<file path="src/rtl/eac_regs.vh">
// Register map, field positions and reset values of the external control logic.
// Assumes byte addresses on an APB bus with 32-bit data, one word per register.
`ifndef EAC_REGS_VH
`define EAC_REGS_VH

// ==========================================================================
// Register byte offsets
`define EAC_OFF_CTRL      8'h00
`define EAC_OFF_KEY       8'h04
`define EAC_OFF_STATUS    8'h08
`define EAC_ADDR_W        8

// ==========================================================================
// Control register fields
`define EAC_CTRL_EXT      0
`define EAC_CTRL_DIRECT   1
`define EAC_CTRL_RISE     2
`define EAC_CTRL_RES      3
`define EAC_CTRL_5V       4
`define EAC_CTRL_W        5
`define EAC_CTRL_RST      5'h00

// ==========================================================================
// Key register fields (write-one pulses, read as zero)
`define EAC_KEY_ONOFF     0
`define EAC_KEY_ESC       1

// ==========================================================================
// Status register fields
`define EAC_ST_OUT_ON     0
`define EAC_ST_INHIBIT    1
`define EAC_ST_SHUTOFF    2
`define EAC_ST_ANALOG     3
`define EAC_ST_CV         4
`define EAC_ST_PGOOD      5
`define EAC_ST_EN_PIN     6
`define EAC_ST_SO_PIN     7
`define EAC_ST_LS_PIN     8
`define EAC_ST_FEWER      9
`define EAC_ST_W          10

`endif

</file>
<file path="src/rtl/eac_top.v">
// Control logic behind the rear external analog control connector.
// Assumes an APB master on clk_sys, panel keys written by firmware, and
// protection flags and the regulation mode from logic on clk_sys.
// What this block does
// - Ignore external inputs unless master setting active
// - Interlock mode, pair open: output off, indicator
// - Interlock mode, pair shorted: button controls output
// - Direct mode: pair shorted on, open off
// - Shut-off edge polarity follows shut-off setting
// - Valid shut-off edge: output off, latch indicator
// - Recovery needs idle pin then escape key
// - Only edges shut off, never steady levels
// - Regulation status high in CV, low CC
// - Control pin high or open local, low analog
// - Analog control shows one fewer decimal digit
// - Control-source status high local, low analog
// - Power-good high normally, low on fault
// - Fault summary covers all eight conditions
// - Analog, voltage source: setpoint from program voltage
// - Analog, resistance source: setpoint from resistor
// - Range setting picks 10 or 5 full scale
`timescale 1ns/10ps
`default_nettype none
`include "eac_regs.vh"

module eac_top (
  // Clock and reset
  input  wire        clk_sys,
  input  wire        resetn,
  // APB slave
  input  wire        psel,
  input  wire        penable,
  input  wire        pwrite,
  input  wire [7:0]  paddr,
  input  wire [31:0] pwdata,
  output wire        pready,
  output wire        pslverr,
  output reg  [31:0] prdata,
  // Connector inputs
  input  wire        enable_shorted,
  input  wire        shutoff_pin,
  input  wire        control_source_pin,
  // Supply state from clk_sys logic
  input  wire        cv_regulating,
  input  wire        fault_ovp,
  input  wire        fault_ocp,
  input  wire        fault_otp,
  input  wire        fault_ac_line,
  input  wire        fault_remote,
  // Connector outputs
  output reg         regulation_mode_status,
  output reg         control_source_status,
  output reg         power_good,
  // Supply and display controls
  output reg         output_on,
  output reg         enable_inhibit_indicator,
  output reg         shutoff_indicator,
  output reg         fewer_digits,
  output reg         setpoint_from_volt,
  output reg         setpoint_from_res,
  output reg         program_range_5v
);

  // ========================================================================
  // Reset release
  reg        rst_meta_r;
  reg        rst_n;

  // Assert at once, release after two edges
  always @(posedge clk_sys or negedge resetn) begin
    if (!resetn) begin
      rst_meta_r <= 1'b0;
      rst_n      <= 1'b0;
    end else begin
      rst_meta_r <= 1'b1;
      rst_n      <= rst_meta_r;
    end
  end

  // ========================================================================
  // Address decode
  function addr_ok;
    input [7:0] a;
    begin
      addr_ok = (a == `EAC_OFF_CTRL) || (a == `EAC_OFF_KEY) || (a == `EAC_OFF_STATUS);
    end
  endfunction

  wire       apb_setup  = psel & ~penable;
  wire       apb_access = psel & penable;
  wire       apb_write  = apb_access & pwrite & addr_ok(paddr);

  // Zero wait states; unmapped address answers with an error
  assign pready  = 1'b1;
  assign pslverr = apb_access & ~addr_ok(paddr);

  // ========================================================================
  // Control register and key pulses
  reg [`EAC_CTRL_W-1:0] ctrl_r;
  reg                   key_onoff_r;
  reg                   key_esc_r;

  // Writes land at the access edge; keys last one cycle
  always @(posedge clk_sys or negedge rst_n) begin
    if (!rst_n) begin
      ctrl_r      <= `EAC_CTRL_RST;
      key_onoff_r <= 1'b0;
      key_esc_r   <= 1'b0;
    end else begin
      key_onoff_r <= apb_write & (paddr == `EAC_OFF_KEY) & pwdata[`EAC_KEY_ONOFF];
      key_esc_r   <= apb_write & (paddr == `EAC_OFF_KEY) & pwdata[`EAC_KEY_ESC];
      if (apb_write && paddr == `EAC_OFF_CTRL) begin
        ctrl_r <= pwdata[`EAC_CTRL_W-1:0];
      end
    end
  end

  wire ext_active  = ctrl_r[`EAC_CTRL_EXT];
  wire direct_mode = ctrl_r[`EAC_CTRL_DIRECT];
  wire rise_trig   = ctrl_r[`EAC_CTRL_RISE];

  // ========================================================================
  // Pin synchronisers and edge detection
  wire [2:0] pin_s;
  wire [2:0] pin_rise;
  wire [2:0] pin_fall;

  eac_sync #(.W(3)) u_sync (
    .clk_sys  (clk_sys),
    .rst_n    (rst_n),
    .pin_in   ({control_source_pin, shutoff_pin, enable_shorted}),
    .pin_sync (pin_s)
  );

  eac_edge #(.W(3)) u_edge (
    .clk_sys (clk_sys),
    .rst_n   (rst_n),
    .level   (pin_s),
    .rise    (pin_rise),
    .fall    (pin_fall)
  );

  wire en_s      = pin_s[0];
  wire so_s      = pin_s[1];
  wire local_s   = pin_s[2];

  // Only a transition of the pin counts, steady levels never do
  wire so_edge   = ext_active & (rise_trig ? pin_rise[1] : pin_fall[1]);
  wire so_idle   = rise_trig ? ~so_s : so_s;

  // ========================================================================
  // Shut-off latch and enable-inhibit indicator
  reg  so_latch_r;
  reg  inhibit_r;
  wire interlock = ext_active & ~direct_mode;

  // New edge wins over an escape in the same cycle
  always @(posedge clk_sys or negedge rst_n) begin
    if (!rst_n) begin
      so_latch_r <= 1'b0;
    end else if (so_edge) begin
      so_latch_r <= 1'b1;
    end else if (key_esc_r && so_idle) begin
      so_latch_r <= 1'b0;
    end else if (!ext_active) begin
      so_latch_r <= 1'b0;
    end
  end

  // Inhibit shown while pair open; escape clears it once shorted
  always @(posedge clk_sys or negedge rst_n) begin
    if (!rst_n) begin
      inhibit_r <= 1'b0;
    end else if (interlock && !en_s) begin
      inhibit_r <= 1'b1;
    end else if (!interlock) begin
      inhibit_r <= 1'b0;
    end else if (key_esc_r) begin
      inhibit_r <= 1'b0;
    end
  end

  // ========================================================================
  // Panel output state
  reg  panel_on_r;
  wire button_ok = ~ext_active | (interlock & en_s & ~inhibit_r & ~so_latch_r);

  // Button toggles when allowed; forced off by open pair, shut-off or direct mode
  always @(posedge clk_sys or negedge rst_n) begin
    if (!rst_n) begin
      panel_on_r <= 1'b0;
    end else if (so_edge || (interlock && !en_s)) begin
      panel_on_r <= 1'b0;
    end else if (ext_active && direct_mode) begin
      panel_on_r <= 1'b0;
    end else if (key_onoff_r && button_ok) begin
      panel_on_r <= ~panel_on_r;
    end
  end

  // Effective output per enable mode
  reg out_nxt;
  always @* begin
    if (!ext_active) begin
      out_nxt = panel_on_r;
    end else if (direct_mode) begin
      out_nxt = en_s & ~so_latch_r & ~so_edge;
    end else begin
      out_nxt = panel_on_r & en_s & ~so_latch_r & ~so_edge;
    end
  end

  // ========================================================================
  // Control source and fault summary
  wire analog    = ext_active & ~local_s;
  wire fault_any = fault_ovp | fault_ocp | fault_otp | fault_ac_line
                 | inhibit_r | so_latch_r | fault_remote | ~out_nxt;

  // Registered connector and display outputs
  always @(posedge clk_sys or negedge rst_n) begin
    if (!rst_n) begin
      output_on                <= 1'b0;
      enable_inhibit_indicator <= 1'b0;
      shutoff_indicator        <= 1'b0;
      regulation_mode_status   <= 1'b0;
      control_source_status    <= 1'b1;
      power_good               <= 1'b0;
      fewer_digits             <= 1'b0;
      setpoint_from_volt       <= 1'b0;
      setpoint_from_res        <= 1'b0;
      program_range_5v         <= 1'b0;
    end else begin
      output_on                <= out_nxt;
      enable_inhibit_indicator <= inhibit_r;
      shutoff_indicator        <= so_latch_r;
      regulation_mode_status   <= cv_regulating;
      control_source_status    <= ~analog;
      power_good               <= ~fault_any;
      fewer_digits             <= analog;
      setpoint_from_volt       <= analog & ~ctrl_r[`EAC_CTRL_RES];
      setpoint_from_res        <= analog & ctrl_r[`EAC_CTRL_RES];
      program_range_5v         <= ctrl_r[`EAC_CTRL_5V];
    end
  end

  // ========================================================================
  // Read data, captured in the setup cycle
  wire [`EAC_ST_W-1:0] status_w;

  assign status_w[`EAC_ST_OUT_ON]  = output_on;
  assign status_w[`EAC_ST_INHIBIT] = enable_inhibit_indicator;
  assign status_w[`EAC_ST_SHUTOFF] = shutoff_indicator;
  assign status_w[`EAC_ST_ANALOG]  = ~control_source_status;
  assign status_w[`EAC_ST_CV]      = regulation_mode_status;
  assign status_w[`EAC_ST_PGOOD]   = power_good;
  assign status_w[`EAC_ST_EN_PIN]  = en_s;
  assign status_w[`EAC_ST_SO_PIN]  = so_s;
  assign status_w[`EAC_ST_LS_PIN]  = local_s;
  assign status_w[`EAC_ST_FEWER]   = fewer_digits;

  // Unmapped and key addresses read zero
  always @(posedge clk_sys or negedge rst_n) begin
    if (!rst_n) begin
      prdata <= 32'h00000000;
    end else if (apb_setup && !pwrite) begin
      case (paddr)
        `EAC_OFF_CTRL:   prdata <= {{(32-`EAC_CTRL_W){1'b0}}, ctrl_r};
        `EAC_OFF_STATUS: prdata <= {{(32-`EAC_ST_W){1'b0}}, status_w};
        default:         prdata <= 32'h00000000;
      endcase
    end
  end

endmodule // eac_top

`default_nettype wire

</file>
<file path="src/rtl/eac_sync.v">
// Two-stage synchroniser for a group of pin levels.
// Assumes the pins change with no relation to clk_sys.
`timescale 1ns/10ps
`default_nettype none

module eac_sync #(
  parameter W = 3
) (
  // Clock and reset
  input  wire         clk_sys,
  input  wire         rst_n,
  // Pins and synchronised copy
  input  wire [W-1:0] pin_in,
  output wire [W-1:0] pin_sync
);

  reg [W-1:0] meta_r;
  reg [W-1:0] sync_r;

  // First stage feeds only the second stage
  always @(posedge clk_sys or negedge rst_n) begin
    if (!rst_n) begin
      meta_r <= {W{1'b0}};
      sync_r <= {W{1'b0}};
    end else begin
      meta_r <= pin_in;
      sync_r <= meta_r;
    end
  end

  assign pin_sync = sync_r;

endmodule // eac_sync

`default_nettype wire

</file>
<file path="src/rtl/eac_edge.v">
// Edge detector comparing each synchronised level with its previous sample.
// Assumes inputs are already in the clk_sys domain.
`timescale 1ns/10ps
`default_nettype none

module eac_edge #(
  parameter W = 3
) (
  // Clock and reset
  input  wire         clk_sys,
  input  wire         rst_n,
  // Level in, edge pulses out
  input  wire [W-1:0] level,
  output wire [W-1:0] rise,
  output wire [W-1:0] fall
);

  reg [W-1:0] prev_r;
  reg [2:0]   arm_r;
  wire        primed = arm_r[2];

  // Previous sample; edges held off until synchroniser and prev carry real pin
  // samples, so the reset zeros never look like a rise of an idle-high pin
  always @(posedge clk_sys or negedge rst_n) begin
    if (!rst_n) begin
      prev_r <= {W{1'b0}};
      arm_r  <= 3'h0;
    end else begin
      prev_r <= level;
      arm_r  <= {arm_r[1:0], 1'b1};
    end
  end

  genvar i;
  generate
    for (i = 0; i < W; i = i + 1) begin : g_edge
      assign rise[i] = primed & level[i] & ~prev_r[i];
      assign fall[i] = primed & ~level[i] & prev_r[i];
    end
  endgenerate

endmodule // eac_edge

`default_nettype wire

</file>
<file path="config.mk">
export PLATFORM = sky130hd
export DESIGN_NAME = eac_top
export DESIGN_NICKNAME = d
export VERILOG_FILES = /design/src/rtl/eac_top.v /design/src/rtl/eac_sync.v /design/src/rtl/eac_edge.v
export VERILOG_INCLUDE_DIRS = /design/src /design/src/rtl
export SDC_FILE = /design/constraint.sdc
export NUM_CORES = 1
export LEC_CHECK = 0
export BUFFER_PORTS_ARGS = -buffer_cell sky130_fd_sc_hd__buf_2
export CORE_AREA = 2 2 75 77
export DETAILED_ROUTE_END_ITERATION = 8
export DIE_AREA = 0 0 77 79
export PLACE_DENSITY = 0.66
export SETUP_SLACK_MARGIN = 0.2
export SYNTH_ARGS = -nofsm -noshare
export SYNTH_HDL_FRONTEND = slang
export SYNTH_SLANG_ARGS = --single-unit
</file>
<file path="constraint.sdc">
create_clock -name clk_sys -period 1.25 [get_ports clk_sys]
set_input_delay 0 -clock clk_sys [delete_from_list [all_inputs] [get_ports clk_sys]]
set_output_delay 0 -clock clk_sys [all_outputs]
set_load 0.005 [all_outputs]
</file>
==> flow_summary.ini <==
[worst_setup_path]
crit_start = ctrl_r[2]
critPathArrivalTime_ns = 1.21
crit-reg2reg-launch = ctrl_r[2]
r2r_cells = 3
ff2ff_setup_slack_ns = 0.22
cp.required_ns = 1.43
timing.rr.end = power_good
crit_path_max_fanout = 3
setup.worst_path.end_class = register
endpoint = power_good
path_class = reg2reg
start_kind = register

[global_route]
antenna_found_initial = 0
track_usage = 0.127
grt_pass1_vias = 1247
grt_max_degree = 21
grt_remaining_overflow = 0
grt_pass1_wl_mm = 5.90

[layout]
nNetsFinal = 283
num_antenna_cells = 0
layout-drive-gt1-share = 0.328
syn_to_final_growth_pct = 32.3

[floorplanning]
ioPinCount = 98
core-area_um2 = 5340
row_count = 27
initial_core_util = 0.332
dieHeight_um = 79
fp.dieW_um = 77
dieArea_um2 = 6080

[placement]
gp_congestion = 0.787
dpl.hpwl_mm = 2.74
place_ws_ns = 0.113
io_buffers = 47

[yosys]
synth-async-reset-ratio = 1.00
ys.flop_type = dfrtp_1
synth_edf_count = 0
yosysWarningCount = 0
synth_area_per_cell_um2 = 11.5
mappedNetlistArea_um2 = 1770
yosysUniqueCellTypes = 33
ys_seq_area_frac = 0.594
synth-seq-cells = 42
syn-instance-count = 154

[power]
vdd_drop_max_v = 0.000567
switching_share = 0.233
total_power_uw = 2460
power_frac_seq = 0.581
power.density_nw_per_um2 = 1050
power_leakage_uw = 0.00117
netSwitchingPower_uw = 574
combPwrFrac = 0.091
clkPwrFrac = 0.328
p_int_uw = 1890

[sta]
period_minus_slack_ns = 1.03
setup_viol = 0
rsz0062_at_grt = yes
fin_worst_skew_ns = 0.00649
fin_tns_setup_ns = 0
drv_slew = 0
layout_setup_ws_ns = 0.215
fmax_mhz = 966
hold_viol_final = 0
post-route-period-util = 0.828

[clock_tree]
htreeDepth = 2
cts_buffers = 5
cts_buffer_depth = 2
cts.root.buffer_cell = clkbuf_8
clk_latency_ns = 0.29
cts.reportedPaths.clkPinSlew_ns = 0.08
cts_sinks = 42
cts_tree = yes

[detailed_routing]
firstDrtPassIters = 4
drc = 0
routedWlPerCell_um = 12.3
drt_wl_total_mm = 3.70
avgViaCountPerCell = 4.23
ant_nets = 0
vias = 1272
first_iter_violations = 76

[job]
drv_cap = 0

[status]
outcome = completed

[hold_path]
hold_class = in2async
==> cells in the mapped netlist, types with 2 or more instances <==
library cell / count / area share
mux2_2: 4 / 0.025
nor2_1: 7 / 0.015
nand2_1: 20 / 0.042
buf_4: 24 / 0.10
a31oi_1: 2 / 0.0071
a21oi_1: 3 / 0.0085
a211oi_1: 2 / 0.0085
nor3_1: 3 / 0.0085
o21ai_0: 6 / 0.017
nand4b_1: 2 / 0.0099
inv_1: 6 / 0.013
dfrtp_1: 41 / 0.58
o31ai_1: 5 / 0.021
o21a_1: 2 / 0.0085
mux2i_1: 6 / 0.034
nand2b_1: 3 / 0.011
conb_1: 2 / 0.0042
==> layout by cell type (no fill, tap or decap), types with 2 or more instances in the layout <==
master / n
nand4b_1: 2
clkbuf_8: 5
buf_2: 47
mux2i_1: 6
conb_1: 25
buf_6: 2
clkinv_2: 2
o21ai_0: 6
nand2b_1: 3
o21a_1: 2
mux2_2: 4
a211oi_1: 2
dfrtp_1: 40
nor2_1: 7
nor3_1: 3
buf_4: 6
o31ai_1: 5
dlygate4sd3_1: 15
inv_1: 6
a31oi_1: 2
a21oi_1: 3
nand2_1: 20
==> critical path, stage by stage (launching register included) <==
cell and delay [ns]:
dfrtp_1 0.42, nand4bb_4 0.24, a41oi_2 0.20, nor3_1 0.07
==> layer usage <==
| layer | wire length (µm) | vias to the layer above | global-route usage | part of all wire |
|---|---|---|---|---|
| met3 | 247 | 5 | 0.0420 | 0.067 |
| met5 | 0 | - | 0 | 0 |
| met2 | 1800 | 42 | 0.210 | 0.49 |
| met1 | 1590 | 600 | 0.157 | 0.43 |
| met4 | 55 | 0 | 0.0482 | 0.015 |
| li1 | - | 625 | - | - |
==> layout make-up <==
cell class                      instances  area, µm²
Clock buffer                            5       68.8
Clock inverter                          2       10.0
Fill cell                             551       2990
Inverter                                6       22.5
Multi-Input combinational cell        103        626
Sequential cell                        42       1050
Tap cell                               72       90.1
Timing Repair Buffer                   71        473
==> worst min-delay path by stage <==
| stage | from | endpoint | cells past startpoint |
|---|---|---|---|
| floorplan | resetn | rst_meta_r | 0 |
| global placement | resetn | rst_meta_r | 1 |
| detailed placement | resetn | rst_meta_r | 1 |
| CTS | resetn | rst_meta_r | 2 |
| global route | resetn | rst_meta_r | 2 |
| finish | resetn | rst_meta_r | 2 |
==> power by group through the flow <==
| stage | Combinational (µW) | Sequential [µW] | Clock, µW |
|---|---|---|---|
| 6_report | 225 | 1430 | 808 |
| 5_1_grt | 254 | 1440 | 906 |
| 4_1_cts | 219 | 1430 | 838 |
| 3_5_place_dp | 180 | 1460 | 0 |
| 3_3_place_gp | 176 | 1450 | 0 |
| 2_1_floorplan | 123 | 1460 | 0 |
==> repair_timing <==
item,4_1_cts,5_1_grt
buffers inserted,1,1
hold buffers,15,0
endpoints found under the setup margin,3,4
pin swaps,3,5
hold endpoints to repair,14,0
gates resized for setup,1,4
==> through the flow <==
step / area [µm²] / instances / hold WS (ns) / utilization
final: 2340 / 301 / 0.0218 / 0.439
after global routing: 2340 / 301 / 0.0239 / 0.439
after CTS: 2300 / 300 / 0.0138 / 0.432
after detailed placement: 2060 / 277 / -0.210 / 0.386
after global placement: 2060 / 277 / -0.215 / 0.386
after floorplan: 1860 / 177 / -0.296 / -
==> flip-flops by register name, indices dropped and copies added, names as in the netlist, 3 cells and up <==
register	flops
prdata	10
u_sync.meta_r	3
u_sync.pin_sync	3
ctrl_r	5
u_edge.arm_r	3
==> cells by family (layout without fill, tap and decap cells) <==
family | Yosys count | in the layout | share of synthesized area
muxes | 10 | 10 | 0.0593
and+or+nand+nor | 45 | 45 | 0.138
other | 2 | 25 | 0.00424
AOI/OAI and AO/OA | 23 | 23 | 0.0847
buffers and inverters | 32 | 84 | 0.119
DFF | 42 | 42 | 0.594
Note: power is estimated with default switching activity, not from simulation.
